<file path="src/common/bsfe_regs.svh">
/*
  Timing counts and boot flow encodings for the boot strap and fatal error
  sideband block.
  Assumes it is included by bare name from the package and design files.
*/
// Operation
// Self-test strap enables self test; undriven means on
// Boot flow decoded from service, agent, socket straps
// Service boot strap high: minimal config, then stall
// Service boot resumes only after scratchpad go
// Undriven service boot strap means disabled
// Assert fatal line on unrecoverable machine check
// Fatal line only pulled low, never driven high
// External low on fatal line raises machine check
// Fatal line ignored until power good asserted
// Machine check event holds line sixteen reference cycles
// Internal fault holds line until reset
// Reference clock 100 MHz; line counts use it
// Straps captured once at reset release
`ifndef BSFE_REGS_SVH
`define BSFE_REGS_SVH

// Reference clock figures and block clock frequency
`define BSFE_REF_CLK_MHZ      100
`define BSFE_MCLK_MHZ         50
`define BSFE_MCE_REF_CYCLES   16
// Hold time in ns, then cycles of the 50 MHz clock (rounded up)
`define BSFE_MCE_HOLD_NS      \
  ((`BSFE_MCE_REF_CYCLES * 1000) / `BSFE_REF_CLK_MHZ)
`define BSFE_MCE_HOLD_CYC     \
  (((`BSFE_MCE_HOLD_NS * `BSFE_MCLK_MHZ) + 999) / 1000)

// Boot flow encodings
`define BSFE_FLOW_SERVICE     2'h0
`define BSFE_FLOW_LOCAL       2'h1
`define BSFE_FLOW_LINK_BOOT   2'h2
`define BSFE_FLOW_LINK_INIT   2'h3

`endif

</file>
<file path="src/common/bsfe_pkg.sv">
/*
  Types shared by the boot strap and fatal error sideband block.
  Assumes bsfe_regs.svh is on the include path.
*/
`default_nettype none
package bsfe_pkg;
  `include "bsfe_regs.svh"

  typedef struct packed {
    logic       selftest;
    logic       service_boot;
    logic       firmware_agent;
    logic [1:0] socket_number;
  } bsfe_straps_t;

  typedef enum logic [1:0] {
    BSFE_FLOW_SERVICE_E,
    BSFE_FLOW_LOCAL_E,
    BSFE_FLOW_LINK_BOOT_E,
    BSFE_FLOW_LINK_INIT_E
  } bsfe_flow_t;
endpackage
`default_nettype wire

</file>
<file path="src/logic/bsfe_sync.sv">
/*
  Two flip-flop synchroniser for a bus of asynchronous levels.
  Assumes a single clock and synchronous active-low reset.
*/
`timescale 1ns/1ps
`default_nettype none
module bsfe_sync #(
  parameter int          WIDTH = 1,
  parameter logic [WIDTH-1:0] RST_VAL = '0
) (
  input  wire logic             i_mclk,
  input  wire logic             i_rstn,
  input  wire logic [WIDTH-1:0] i_async,
  output logic      [WIDTH-1:0] o_sync
);
  logic [WIDTH-1:0] meta_q;
  logic [WIDTH-1:0] sync_q;

  always_ff @(posedge i_mclk) begin
    if (!i_rstn) begin
      meta_q <= RST_VAL;
      sync_q <= RST_VAL;
    end else begin
      meta_q <= i_async;
      sync_q <= meta_q;
    end
  end

  assign o_sync = sync_q;
endmodule
`default_nettype wire

</file>
<file path="src/logic/bsfe_sideband.sv">
/*
  Boot strap capture, service boot handshake and the shared fatal
  error line of one processor.
  Assumes straps and the fatal line are asynchronous pins, resolved
  with their on-die pulls by the surroundings, and that go and error
  events come from logic on i_mclk.
*/
`timescale 1ns/1ps
`default_nettype none
`include "bsfe_regs.svh"
module bsfe_sideband
  import bsfe_pkg::*;
#(
  parameter int MCE_HOLD_CYC = `BSFE_MCE_HOLD_CYC
) (
  input  wire logic       i_mclk,
  input  wire logic       i_rstn,
  input  wire logic       i_selftest_strap,
  input  wire logic       i_service_boot_strap,
  input  wire logic       i_firmware_agent_strap,
  input  wire logic [1:0] i_socket_number_strap,
  input  wire logic       i_scratchpad_go,
  input  wire logic       i_power_good_in,
  input  wire logic       i_machine_check_event,
  input  wire logic       i_internal_fault_event,
  input  wire logic       i_fatal_error_n_in,
  output logic            o_fatal_error_n_out,
  output logic            o_fatal_error_n_oe,
  output logic            o_selftest_run,
  output bsfe_flow_t      o_boot_flow,
  output logic            o_boot_stalled,
  output logic            o_boot_resume,
  output logic            o_machine_check_exc
);
  //--------------------------------------------------------------------
  // Pin synchronisers
  //--------------------------------------------------------------------
  logic [5:0] pins_async;
  logic [5:0] pins_sync;
  bsfe_straps_t straps_sync;
  logic pgood_sync;
  logic fatal_in_sync;

  assign pins_async = {i_selftest_strap, i_service_boot_strap,
                       i_firmware_agent_strap, i_socket_number_strap,
                       i_power_good_in};

  bsfe_sync #(
    .WIDTH   (6),
    .RST_VAL (6'h20)
  ) u_strap_sync (
    .i_mclk  (i_mclk),
    .i_rstn  (i_rstn),
    .i_async (pins_async),
    .o_sync  (pins_sync)
  );

  bsfe_sync #(
    .WIDTH   (1),
    .RST_VAL (1'h1)
  ) u_fatal_sync (
    .i_mclk  (i_mclk),
    .i_rstn  (i_rstn),
    .i_async (i_fatal_error_n_in),
    .o_sync  (fatal_in_sync)
  );

  assign straps_sync = bsfe_straps_t'(pins_sync[5:1]);
  assign pgood_sync  = pins_sync[0];

  //--------------------------------------------------------------------
  // Strap capture after reset release
  //--------------------------------------------------------------------
  // Waits for the synchronisers to refill before taking the straps
  logic [1:0]   settle_q;
  logic         captured_q;
  bsfe_straps_t straps_q;

  function automatic bsfe_flow_t decode_flow(input bsfe_straps_t s);
    if (s.service_boot)
      decode_flow = BSFE_FLOW_SERVICE_E;
    else if (s.firmware_agent && s.socket_number == 2'h0)
      decode_flow = BSFE_FLOW_LOCAL_E;
    else if (s.firmware_agent)
      decode_flow = BSFE_FLOW_LINK_BOOT_E;
    else
      decode_flow = BSFE_FLOW_LINK_INIT_E;
  endfunction

  always_ff @(posedge i_mclk) begin
    if (!i_rstn) begin
      settle_q   <= 2'h0;
      captured_q <= 1'b0;
      straps_q   <= '0;
    end else if (!captured_q) begin
      settle_q <= settle_q + 2'h1;
      if (settle_q == 2'h2) begin
        captured_q <= 1'b1;
        straps_q   <= straps_sync;
      end
    end
  end

  assign o_selftest_run = captured_q && straps_q.selftest;

  always_ff @(posedge i_mclk) begin
    if (!i_rstn)
      o_boot_flow <= BSFE_FLOW_LOCAL_E;
    else if (!captured_q && settle_q == 2'h2)
      o_boot_flow <= decode_flow(straps_sync);
  end

  //--------------------------------------------------------------------
  // Boot sequencing
  //--------------------------------------------------------------------
  typedef enum logic [1:0] {
    BOOT_CAPTURE,
    BOOT_MINIMAL,
    BOOT_WAIT_GO,
    BOOT_RUN
  } bsfe_boot_state_t;

  bsfe_boot_state_t boot_q;

  always_ff @(posedge i_mclk) begin
    if (!i_rstn) begin
      boot_q <= BOOT_CAPTURE;
    end else begin
      case (boot_q)
        BOOT_CAPTURE: begin
          if (captured_q) begin
            if (straps_q.service_boot)
              boot_q <= BOOT_MINIMAL;
            else
              boot_q <= BOOT_RUN;
          end
        end
        BOOT_MINIMAL: begin
          boot_q <= BOOT_WAIT_GO;
        end
        BOOT_WAIT_GO: begin
          if (i_scratchpad_go)
            boot_q <= BOOT_RUN;
        end
        default: begin
          boot_q <= BOOT_RUN;
        end
      endcase
    end
  end

  assign o_boot_stalled = (boot_q == BOOT_WAIT_GO);
  assign o_boot_resume  = (boot_q == BOOT_RUN);

  //--------------------------------------------------------------------
  // Fatal error line drive
  //--------------------------------------------------------------------
  localparam logic [4:0] HOLD_CYC = 5'(MCE_HOLD_CYC);
  logic [4:0] hold_q;
  logic       fault_q;

  always_ff @(posedge i_mclk) begin
    if (!i_rstn)
      hold_q <= 5'h00;
    else if (i_machine_check_event)
      hold_q <= HOLD_CYC;
    else if (hold_q != 5'h00)
      hold_q <= hold_q - 5'h01;
  end

  always_ff @(posedge i_mclk) begin
    if (!i_rstn)
      fault_q <= 1'b0;
    else if (i_internal_fault_event)
      fault_q <= 1'b1;
  end

  // Open drain: output data always low, only the enable moves
  assign o_fatal_error_n_out = 1'b0;
  assign o_fatal_error_n_oe  = fault_q || (hold_q != 5'h00);

  //--------------------------------------------------------------------
  // Fatal error line receive
  //--------------------------------------------------------------------
  // Own drive is excluded so a local assertion does not echo back; the
  // mask trails the drive by the synchroniser depth to cover the release
  logic [1:0] own_drive_q;
  logic       own_drive_mask;

  always_ff @(posedge i_mclk) begin
    if (!i_rstn)
      own_drive_q <= 2'h0;
    else
      own_drive_q <= {own_drive_q[0], o_fatal_error_n_oe};
  end

  assign own_drive_mask = o_fatal_error_n_oe || (own_drive_q != 2'h0);

  always_ff @(posedge i_mclk) begin
    if (!i_rstn)
      o_machine_check_exc <= 1'b0;
    else
      o_machine_check_exc <= pgood_sync && !fatal_in_sync
                             && !own_drive_mask;
  end

  //--------------------------------------------------------------------
  // Assertions
  //--------------------------------------------------------------------
  property p_mce_hold;
    @(posedge i_mclk) disable iff (!i_rstn)
    (i_machine_check_event && !i_internal_fault_event && !fault_q)
      ##1 (!i_machine_check_event && !i_internal_fault_event) [*8]
      |=> !o_fatal_error_n_oe;
  endproperty
  a_mce_hold: assert property (p_mce_hold)
    else $error("fatal line not released after machine check hold");

  property p_mce_on;
    @(posedge i_mclk) disable iff (!i_rstn)
    i_machine_check_event |=> o_fatal_error_n_oe [*8];
  endproperty
  a_mce_on: assert property (p_mce_on)
    else $error("fatal line not held after machine check");

  property p_fault_sticky;
    @(posedge i_mclk) disable iff (!i_rstn)
    i_internal_fault_event |=> o_fatal_error_n_oe [*8];
  endproperty
  a_fault_sticky: assert property (p_fault_sticky)
    else $error("fatal line released after internal fault");

  property p_never_high;
    @(posedge i_mclk) disable iff (!i_rstn)
    o_fatal_error_n_out == 1'b0;
  endproperty
  a_never_high: assert property (p_never_high)
    else $error("fatal line driven high");

  property p_pgood_gate;
    @(posedge i_mclk) disable iff (!i_rstn)
    !pgood_sync |=> !o_machine_check_exc;
  endproperty
  a_pgood_gate: assert property (p_pgood_gate)
    else $error("machine check taken before power good");

  property p_ext_mce;
    @(posedge i_mclk) disable iff (!i_rstn)
    (pgood_sync && !fatal_in_sync && !own_drive_mask)
      |=> o_machine_check_exc;
  endproperty
  a_ext_mce: assert property (p_ext_mce)
    else $error("external fatal assertion not taken");

  property p_wait_go;
    @(posedge i_mclk) disable iff (!i_rstn)
    (boot_q == BOOT_WAIT_GO && !i_scratchpad_go) |=> !o_boot_resume;
  endproperty
  a_wait_go: assert property (p_wait_go)
    else $error("boot resumed without go");

  property p_service_stall;
    @(posedge i_mclk) disable iff (!i_rstn)
    $rose(captured_q) && straps_q.service_boot |-> ##2 o_boot_stalled;
  endproperty
  a_service_stall: assert property (p_service_stall)
    else $error("service boot did not stall");

  property p_local_run;
    @(posedge i_mclk) disable iff (!i_rstn)
    $rose(captured_q) && !straps_q.service_boot |=> o_boot_resume;
  endproperty
  a_local_run: assert property (p_local_run)
    else $error("local boot did not proceed");

  property p_straps_stable;
    @(posedge i_mclk) disable iff (!i_rstn)
    captured_q |=> $stable(straps_q) && $stable(o_boot_flow);
  endproperty
  a_straps_stable: assert property (p_straps_stable)
    else $error("captured straps changed");

  property p_selftest;
    @(posedge i_mclk) disable iff (!i_rstn)
    captured_q |-> o_selftest_run == straps_q.selftest;
  endproperty
  a_selftest: assert property (p_selftest)
    else $error("self test does not follow strap");

  c_go: cover property (@(posedge i_mclk) disable iff (!i_rstn)
    o_boot_stalled ##1 o_boot_resume);
  c_mce: cover property (@(posedge i_mclk) disable iff (!i_rstn)
    $fell(o_fatal_error_n_oe));
  c_ext: cover property (@(posedge i_mclk) disable iff (!i_rstn)
    $rose(o_machine_check_exc));
endmodule
`default_nettype wire

</file>
<file path="config.mk">
export PLATFORM = sky130hd
export DESIGN_NAME = bsfe_sideband
export DESIGN_NICKNAME = d
export VERILOG_FILES = /design/src/common/bsfe_pkg.sv /design/src/logic/bsfe_sync.sv /design/src/logic/bsfe_sideband.sv
export VERILOG_INCLUDE_DIRS = /design/src /design/src/common
export SDC_FILE = /design/constraint.sdc
export NUM_CORES = 1
export LEC_CHECK = 0
export BUFFER_PORTS_ARGS = -buffer_cell sky130_fd_sc_hd__buf_2
export CELL_PAD_IN_SITES_DETAIL_PLACEMENT = 1
export CELL_PAD_IN_SITES_GLOBAL_PLACEMENT = 2
export CORE_AREA = 3 3 63 65
export DETAILED_ROUTE_END_ITERATION = 6
export DIE_AREA = 0 0 66 68
export PLACE_DENSITY = 0.8
export SLEW_MARGIN = 20
export SYNTH_ARGS = -nofsm -noshare
export SYNTH_HDL_FRONTEND = slang
export SYNTH_SLANG_ARGS = --single-unit
</file>
<file path="constraint.sdc">
create_clock -name i_mclk -period 1.8 [get_ports i_mclk]
set_clock_uncertainty 0.1 [all_clocks]
set_input_delay 0 -clock i_mclk [delete_from_list [all_inputs] [get_ports i_mclk]]
set_output_delay 0 -clock i_mclk [all_outputs]
set_load 0.1 [all_outputs]
</file>
After elaboration in Yosys (flattened, before gate mapping):

Cells that the tools add are included.

* flip-flop bits (word level): 32
* input bits: 12
* output and inout bits: 8

* add/sub/neg operators: 2
* equality and inequality tests: 6
* mux-type cells: 11
* bitwise gates (word level): 2
* reductions and logical operators: 18

Operator list (number)
* $mux 2: 5
* $mux 4: 2
* $eq 2x2->1 const B: 3
* $pmux 2 s3: 1
* $logic_and 1x1->1: 5
* $reduce_bool 5->1: 1
* $sub 5x1->5 const B: 1
* $logic_not 2->1: 2
* $ne 2x2->1 const B: 2
* $reduce_and 2->1: 2
* $reduce_bool 2->1: 2
* $logic_not 1->1: 3
* $mux 1: 3
* $add 2x1->2 const B: 1
* $eq 2x1->1 const B: 1
* $logic_or 1x1->1: 2
* $not 1->1: 2
* $reduce_or 2->1: 1

Depth between registers and ports, before layout:

Gate-level depths: netlist of run 1.

* depth after elaboration: 5
* mapped depth: 6

Modules after synthesis:

From an unflattened synthesis of run 1, not the netlist that was laid out.

* cell total of the unflattened synthesis: 109
* area, all modules: 1137.3 um2

Modules (own cells, without submodules)
* bsfe_sideband: times used 1, cells each 80, area each 750.7 um2
* bsfe_sync (u_strap_sync): times used 1, cells each 25, area each 334.1 um2
* bsfe_sync (u_fatal_sync): times used 1, cells each 4, area each 52.6 um2

Worst setup path after synthesis of run 1:

OpenSTA, ideal clock, no wires.

* path type: flip-flop to output port
* start point: register boot_q[1]
* end point: output port o_boot_stalled
* data arrival time: 1688 ps
* data required time: 1700 ps
* setup slack: 12 ps
* cell stages (with the launch flop): 2
* path buffers: 0
* cells stage by stage: dfxtp_1 > nor2b_1

* cells in the longest elaborated chain, start to end: 1

Ends and longest elaborated chain
* start, declared: line bsfe_sideband.sv:123 `bsfe_boot_state_t boot_q;`
* start signal, assigned: line bsfe_sideband.sv:127 `boot_q <= BOOT_CAPTURE;`
* start signal, assigned: line bsfe_sideband.sv:133 `boot_q <= BOOT_MINIMAL;`
* start signal, assigned: line bsfe_sideband.sv:135 `boot_q <= BOOT_RUN;`
* $eq 2x2->1: line bsfe_sideband.sv:152 `assign o_boot_stalled = (boot_q == BOOT_WAIT_GO);`
* end, declared: line bsfe_sideband.sv:31 `output logic o_boot_stalled,`

Every way passes these cells.

Final worst setup path of run 1:

* start point: register hold_q[0]
* end point: output port o_fatal_error_n_oe

* cells in the longest elaborated chain, start to end: 2

Ends and longest elaborated chain
* start, declared: line bsfe_sideband.sv:159 `logic [4:0] hold_q;`
* start signal, assigned: line bsfe_sideband.sv:168 `hold_q <= hold_q - 5'h01;`
* $reduce_bool 5->1: line bsfe_sideband.sv:180 `assign o_fatal_error_n_oe = fault_q || (hold_q != 5'h00);`
* $logic_or 1x1->1: line bsfe_sideband.sv:180
* end, declared: line bsfe_sideband.sv:28 `output logic o_fatal_error_n_oe,`

Every way passes these cells.

==> flow_summary.toml, run 1 <==
[status]
status = "completed"

[power]
ir_worst_vdd_v = 0.000558
power_density_nw_per_um2 = 1360
finalPower_mw = 2.17
power_leakage_nw = 0.683

[clocking]
clock-sinks = 32
clk_latency_ns = 0.34
cts.reportedPaths.clkPinSlew_ns = 0.10
cts_made_buffers = 5
cts_buffer_depth = 2
cts_root_buf = "clkbuf_4"
cts_tree = "done"
h-tree-depth = 2

[route]
dr.pass1.iters = 4
via_per_inst = 4.40
drtAntennaViolNets = 0
vias = 880
initialDrtViolationCount = 10
wl_per_cell_um = 13.0
drc = 0
drt-total-wl_um = 2600

[synthesis]
ys.flop_type = "dfxtp_1"
synth.area.top_cells = "dfxtp_1 57%, and2_1 8.4%, nand2b_1 2.8%"
avgSynthCellArea_um2 = 10.3
synthCells = 109
synthArstFlopShare_pct = 0
synth_edf_count = 0
synth_nets = 123
synth_top_cell_by_area = "dfxtp_1"
synthDistinctLibCells = 29
synth_most_common_cell = "dfxtp_1"
yosysSeqAreaShare_pct = 57.2
ys_warn_count = 0
synth_seq_cells = 32
synthTopCellsByCount = "32 x dfxtp_1, 15 x and2_1, 7 x inv_1"
synth_top_area_share_pct = 57.2
syn_area_um2 = 1120

[sta]
worstMarginPinSlew_ns = 0.508
finalSetupViolCount = 0
tns_ns = 0
min_period_ns = 1.76
finalHoldViolations = 0
slew_violations = 0
maxSlewHeadroom_pct = 66.0
timing.final.ws_setup_ns = 0.0384
fmax_ghz = 0.568
period_share_pct = 97.9
whs_ns = 0.317
rsz0062_at_grt = "yes"

[setup_path]
cp.required_ns = 1.70
critPathLaunchType = "flip-flop"
worstPathMaxFanout = 2
timing_worst_setup_path_type = "flip-flop to primary output"
crit_arrival_ns = 1.66
critPathCaptureType = "primary output"

[min_path]
hold_path.class = "flip-flop to flip-flop"

[place]
pre_cts_ws_ns = 0.105
placed_cell_area_um2 = 1250
gp_congestion = 0.807
post-dp-hpwl_um = 1500
portBuffers = 18
dp.cells = 169

[die]
die_h_um = 68
die_w_um = 66
num_rows = 21
dieArea_um2 = 4490
ios = 20
core_um2 = 3390
initial_utilization_pct = 33.0

[layout]
area_growth_pct = 42.6
layout.cells.non_filler = 200
post-route-util_pct = 47.1
nNetsFinal = 167
layout-drive-gt1-share_pct = 26.6
final_area_um2 = 1600
n_antenna_cell = 0

[global_routing]
grt_antenna_before_repair = 0
overflow = 0
grtUsageTotal_pct = 13.5
grt_pass1_wl_um = 4270
grt_max_degree = 23
grt_pass1_vias = 952

[run]
drv_cap = 0
-- final timing paths --
| path | cells after the start | slack, ns | to | startpoint |
|---|---|---|---|---|
| worst max-delay path | 6 | 0.04 | o_fatal_error_n_oe | hold_q[0] |
| worst min register to register | 1 | 0.32 | u_strap_sync.o_sync[5] | u_strap_sync.meta_q[5] |
| worst max register to register | 6 | 0.21 | hold_q[0] | hold_q[0] |
| worst min-delay path | 1 | 0.32 | u_strap_sync.o_sync[5] | u_strap_sync.meta_q[5] |
-- cell usage in the layout (no fill, tap or decap), types with 3 or more instances in the layout --
cell type / Yosys / layout
clkbuf_4: 0 / 5
and2_1: 15 / 15
nand2b_1: 5 / 5
nor2_1: 4 / 4
inv_1: 7 / 4
inv_2: 0 / 3
buf_2: 1 / 17
nand2_1: 5 / 5
dlygate4sd3_1: 0 / 18
xnor2_1: 3 / 3
nor2b_1: 5 / 5
dfxtp_1: 32 / 30
o21ai_0: 3 / 3
buf_4: 1 / 6
-- critical path, stage by stage (launching register included) --
cell     delay (ns)
dfxtp_2        0.34
inv_2          0.06
ha_4           0.12
or4b_4         0.48
nor2_4         0.11
inv_2          0.05
buf_12         0.16
-- layer usage --
layer / vias to the layer above / GRT usage [%] / part of all wire (%) / wire, um
met5: - / 0 / 0 / 0
met4: 0 / 6.85 / 3.7 / 97
met1: 412 / 11.4 / 36 / 939
met2: 22 / 27.2 / 55 / 1420
li1: 436 / - / - / -
met3: 10 / 5.25 / 5.3 / 138
-- registers in the layout, summed over array words and instances (netlist names) --
register,flops
boot_q,2
captured_q,1
fault_q,1
hold_q,5
o_boot_flow,2
o_machine_check_exc,1
own_drive_q,2
settle_q,2
straps_q,2
u_fatal_sync.meta_q,1
u_fatal_sync.o_sync,1
u_strap_sync.meta_q,6
u_strap_sync.o_sync,6
-- report_power, final --
group / leakage (nW) / internal [mW] / total, mW / switching, mW
combinational: 0.377 / 0.275 / 0.730 / 0.456
clock: 0.0412 / 0.289 / 0.549 / 0.260
sequential: 0.265 / 0.814 / 0.888 / 0.0737
total: 0.683 / 1.38 / 2.17 / 0.789
-- what timing repair did --
item,4_1_cts,5_1_grt
gates resized for setup,12,2
setup buffers,4,0
endpoints found under the setup margin,1,2
pin swaps,2,2
endpoints found under the hold margin,21,0
hold buffers,19,0
-- cell type report --
| class | count | area [um2] |
|---|---|---|
| Timing Repair Buffer | 43 | 343 |
| Clock inverter | 3 | 42.5 |
| Multi-Input combinational cell | 64 | 447 |
| Tap cell | 46 | 57.6 |
| Fill cell | 377 | 1790 |
| Inverter | 7 | 26.3 |
| Clock buffer | 5 | 37.5 |
| Sequential cell | 32 | 643 |
-- cells by family (layout without fill, tap and decap cells) --
group,after synthesis,count (layout),synth area share [%]
simple gates,42,42,22.6
fa+ha+maj,2,2,2.23
xor+xnor,3,3,2.35
flops,32,32,57.2
compound gates,14,14,8.71
mux,2,2,1.79
buf+inv,13,58,4.80
other cells,1,1,0.335
Power figures use the tool's default switching activity.
==> run 2, diff against run 1 <==
--- a/config.mk
+++ b/config.mk
@@ -8,11 +8,11 @@
 export LEC_CHECK = 0
 export BUFFER_PORTS_ARGS = -buffer_cell sky130_fd_sc_hd__buf_2
 export CELL_PAD_IN_SITES_DETAIL_PLACEMENT = 1
-export CELL_PAD_IN_SITES_GLOBAL_PLACEMENT = 2
-export CORE_AREA = 3 3 63 65
+export CELL_PAD_IN_SITES_GLOBAL_PLACEMENT = 1
+export CORE_AREA = 3 3 57 59
 export DETAILED_ROUTE_END_ITERATION = 6
-export DIE_AREA = 0 0 66 68
-export PLACE_DENSITY = 0.8
+export DIE_AREA = 0 0 60 62
+export PLACE_DENSITY = 0.81
 export SLEW_MARGIN = 20
 export SYNTH_ARGS = -nofsm -noshare
 export SYNTH_HDL_FRONTEND = slang
==> run 2 against run 1 <==
Net effect:
- worst hold slack lost 0.0084 ns
- global-route usage increased by 0.47 points
- design area is 7.2% lower
- register-to-register slack worse by 0.03 ns
- clock power down 23%
- critical endpoint unchanged
==> flow_summary.toml, run 2 (synthesized netlist as in run 1, its figures left out) <==
[power]
power_leakage_nw = 0.624
switching_share_pct = 36.9
combPwrFrac_pct = 34.6
p_seq_share_pct = 44.2
power.internal_mw = 1.26
switchingPower_mw = 0.741
ir_worst_vdd_v = 0.00117
power_density_nw_per_um2 = 1350
power.share.clock_pct = 21.2
finalPower_mw = 2.01

[setup_path]
cp-startpoint = "hold_q[1]"
r2r-start = "hold_q[1]"
timing_worst_setup_path_type = "flip-flop to primary output"
critPathLaunchType = "flip-flop"
worstPathMaxFanout = 3
cp.required_ns = 1.70
critPathCaptureType = "primary output"
crit_arrival_ns = 1.67

[layout]
final_area_um2 = 1480
area_growth_pct = 32.3
post-route-util_pct = 53.7
layout_commonest_cell = "dfxtp_1"
layout-drive-gt1-share_pct = 25.2
final_cell_mix = "30 x dfxtp_1, 17 x buf_2, 15 x and2_1"
nNetsFinal = 160
n_antenna_cell = 0

[clocking]
cts.reportedPaths.clkPinSlew_ns = 0.10
cts_tree = "done"
clk_latency_ns = 0.33
h-tree-depth = 2
cts_root_buf = "clkbuf_4"
clock-sinks = 32
cts_made_buffers = 5
cts_buffer_depth = 2

[route]
wl_per_cell_um = 12.5
vias = 830
initialDrtViolationCount = 9
via_per_inst = 4.66
drtAntennaViolNets = 0
drc = 0
drt-total-wl_um = 2230
dr.pass1.iters = 2

[status]
status = "completed"

[min_path]
hold_path.class = "primary input to flip-flop"
hp-start = "i_socket_number_strap[1]"

[die]
ios = 20
dieArea_um2 = 3720
die_h_um = 62
die_w_um = 60
num_rows = 19
core_um2 = 2760
initial_utilization_pct = 40.6

[run]
drv_cap = 0

[sta]
rsz0062_at_grt = "yes"
finalHoldViolations = 0
tns_ns = 0
period_share_pct = 98.2
fmax_ghz = 0.565
min_period_ns = 1.77
finalSetupViolCount = 0
slew_violations = 0

[global_routing]
overflow = 0
grt_pass1_vias = 866
grt_antenna_before_repair = 0
grtUsageTotal_pct = 14.0
grt_pass1_wl_um = 3640
grt_max_degree = 31

[place]
gp_congestion = 0.757
portBuffers = 18
post-dp-hpwl_um = 1340
placed_cell_area_um2 = 1230
==> run 2: cell count changes in the layout (fill, tap and decap cells not counted) <==
cell	delta
bufinv_16	-1
dlygate4sd3_1	-5
clkbuf_1	+2
buf_4	-1
clkbuf_8	+1
clkinv_2	-1
dlymetal6s4s_1	-1
clkinvlp_4	-1
nor3_2	-1
nor3_1	+1
==> run 2: path summary, 6_finish.rpt <==
| kind | endpoint | slack, ns | depth (start not counted) |
|---|---|---|---|
| worst max-delay path | o_fatal_error_n_oe | 0.03 | 6 |
| worst min-delay path | u_strap_sync.meta_q[2] | 0.31 | 3 |
| worst max register to register | hold_q[0] | 0.18 | 6 |
| worst min register to register | u_strap_sync.o_sync[5] | 0.31 | 1 |
==> run 2: metrics by stage <==
step                hold slack [ns]  setup slack, ns  instances
global placement             0.0845            0.168        153
CTS                           0.297         -0.00754        178
detailed placement           0.0874           0.0949        153
global route                  0.304          -0.0482        178
floorplan                   0.00147           0.0120        109
finish                        0.309           0.0316        178
==> run 2: layer usage <==
metal / GRT usage [%] / wire [um] / vias up
li1: - / - / 425
met3: 5.58 / 98 / 6
met5: 0 / 0 / -
met4: 7.59 / 49 / 0
met2: 26.2 / 1190 / 17
met1: 12.9 / 889 / 382
==> run 2: cell type report <==
| cell class | count | area [um2] |
|---|---|---|
| tap | 31 | 38.8 |
| sequential | 32 | 643 |
| timing repair buffer | 36 | 273 |
| inverter | 7 | 26.3 |
| clock buffer | 8 | 58.8 |
| fill | 330 | 1280 |
| multi-input combinational | 64 | 442 |
==> run 2: timing repair <==
item,CTS,global route
setup endpoints to repair,1,1
endpoints found under the hold margin,17,0
hold buffers,13,0
buffers inserted,4,0
gates resized for setup,12,0
pin swaps,1,1
==> run 2: worst max-delay path, cell delays in order, from the launching register on <==
cell	delay (ns)
dfxtp_2	0.35
inv_2	0.06
ha_4	0.12
or4b_4	0.49
nor2_4	0.11
inv_2	0.05
buf_12	0.16
==> run 2: power groups by stage <==
stage               Sequential [mW]  Combinational, mW  Clock [mW]
floorplan                     0.991              0.402           0
global placement              0.895              0.570           0
detailed placement            0.902              0.592           0
CTS                           0.888              0.699       0.440
global route                  0.901              0.753       0.472
finish                        0.886              0.695       0.425
==> run 3, diff against run 2 <==
==> constraint.sdc (replaced) <==
create_clock -name i_mclk -period 2 [get_ports i_mclk]
set_clock_uncertainty 0.1 [all_clocks]
set_input_delay 0 -clock i_mclk [delete_from_list [all_inputs] [get_ports i_mclk]]
set_output_delay 0 -clock i_mclk [all_outputs]
set_load 0.1 [all_outputs]
==> run 3 against run 2 <==
Net effect:
- critical path depth unchanged
- non-clock buffer count is 1 lower
- worst hold slack got worse by 0.0033 ns
- setup slack better by 0.079 ns
- cell count decreased by 0.56%
- flip-flop and latch count stayed put
- critical path type unchanged
- critical endpoint unchanged
==> flow_summary.toml, run 3 (synthesized netlist as in run 1, its figures left out) <==
[status]
status = "completed"

[clocking]
cts_buffer_depth = 2
cts_tree = "done"
cts.reportedPaths.clkPinSlew_ns = 0.10
clk_latency_ns = 0.33
clock-sinks = 32
cts_made_buffers = 5
cts_root_buf = "clkbuf_4"
h-tree-depth = 2

[die]
num_rows = 19
core_um2 = 2760
dieArea_um2 = 3720
ios = 20
initial_utilization_pct = 40.6
die_h_um = 62
die_w_um = 60

[route]
drtAntennaViolNets = 0
via_per_inst = 4.67
drc = 0
drt-total-wl_um = 2210
wl_per_cell_um = 12.5
initialDrtViolationCount = 11
dr.pass1.iters = 2
vias = 827

[power]
ir_worst_vdd_v = 0.000914
combPwrFrac_pct = 34.4
finalPower_mw = 1.80
p_seq_share_pct = 44.4
power_density_nw_per_um2 = 1230
switching_share_pct = 36.9
power.internal_mw = 1.14
power_leakage_nw = 0.617
power.share.clock_pct = 21.2
switchingPower_mw = 0.665

[setup_path]
critPathBufInv = 3
cp_common_cell = "inv_1"
cp.required_ns = 1.90
r2r-start = "hold_q[0]"
crit_slowest_cell = "or4b_4"
crit_arrival_ns = 1.79
timing_worst_setup_path_type = "flip-flop to primary output"
critPathLaunchType = "flip-flop"
regToRegEndpoint = "hold_q[1]"
max_stage_delay_ns = 0.50
regToRegSetupSlack_ns = 0.19
worstPathMaxFanout = 4
cp_top_family = "simple AND/OR/NAND/NOR gates"
critPathCaptureType = "primary output"
path_cells = "inv_1 > ha_4 > or4b_4 > nor2_4 > inv_1 > buf_8"
ff2ff_path_depth = 6

[min_path]
min_to = "u_strap_sync.meta_q[0]"
hp-start = "i_power_good_in"
hold-path-cell-count = 3
hold_path.class = "primary input to flip-flop"

[place]
post-dp-hpwl_um = 1360
dp.cells = 152
gp_congestion = 0.753
portBuffers = 18

[layout]
layout.cells.non_filler = 177
nNetsFinal = 159
post-route-util_pct = 53.3
layout_commonest_cell = "dfxtp_1"
n_antenna_cell = 0
layout-drive-gt1-share_pct = 22.6
area_growth_pct = 31.2
final_cell_mix = "30 x dfxtp_1, 17 x buf_2, 15 x and2_1"

[run]
drv_cap = 0

[sta]
finalHoldViolations = 0
tns_ns = 0
finalSetupViolCount = 0
rsz0062_at_grt = "no"
slew_violations = 0
fmax_ghz = 0.529
period_share_pct = 94.5
min_period_ns = 1.89

[global_routing]
grt_max_degree = 31
grt_antenna_before_repair = 0
overflow = 0
grt_pass1_vias = 838
grt_pass1_wl_um = 3510
grtUsageTotal_pct = 13.7
run 3: cell count changes in the layout (fill, tap and decap cells not counted), sizes merged:
| cell | change |
|---|---|
| buf | -1 |
run 3: worst max-delay path by stage:
stage	start	endpoint	slack (ns)	depth (start not counted)
5_1_grt	hold_q[1]	o_fatal_error_n_oe	0.02	6
6_report	hold_q[0]	o_fatal_error_n_oe	0.11	6
4_1_cts	hold_q[0]	o_fatal_error_n_oe	0.001	6
3_3_place_gp	hold_q[0]	o_fatal_error_n_oe	0.30	6
3_5_place_dp	hold_q[0]	o_fatal_error_n_oe	0.22	6
2_1_floorplan	boot_q[1]	o_boot_stalled	0.21	1
run 3: area by class of cell:
class	count	area [um2]
Sequential cell	32	643
Inverter	7	26.3
Clock buffer	8	58.8
Multi-Input combinational cell	64	442
Tap cell	31	38.8
Fill cell	324	1290
Timing Repair Buffer	35	260
run 3: per-layer routing:
layer,global-route usage (%),share of wire [%]
met1,13.6,42
met2,22.5,51
met3,7.02,4.8
met4,8.86,2.2
met5,0,0
run 3: what timing repair did:
item	4_1_cts	5_1_grt
hold endpoints to repair	17	0
hold buffers	13	0
buffers inserted	0	4
endpoints found under the setup margin	1	1
resized for setup	3	5
pin swaps	0	2
run 3: power by group through the flow:
stage | clock network (mW) | logic (mW) | registers, mW
floorplan | 0 | 0.362 | 0.892
global placement | 0 | 0.506 | 0.806
detailed placement | 0 | 0.528 | 0.813
CTS | 0.392 | 0.562 | 0.798
global route | 0.432 | 0.673 | 0.817
finish | 0.382 | 0.620 | 0.800
run 3: worst register-to-register path: stages, from the launching register on:
cell	delay [ns]
dfxtp_2	0.35
inv_1	0.09
ha_4	0.15
or4b_4	0.50
buf_4	0.16
buf_4	0.12
a211oi_1	0.24
run 3: through the flow:
step | instance area [um2] | worst slack [ns] | hold WS [ns]
detailed placement | 1220 | 0.215 | 0.0876
global placement | 1220 | 0.295 | 0.0839
finish | 1470 | 0.111 | 0.306
global route | 1470 | 0.0211 | 0.292
floorplan | 1120 | 0.212 | 0.00147
CTS | 1420 | 0.00149 | 0.293
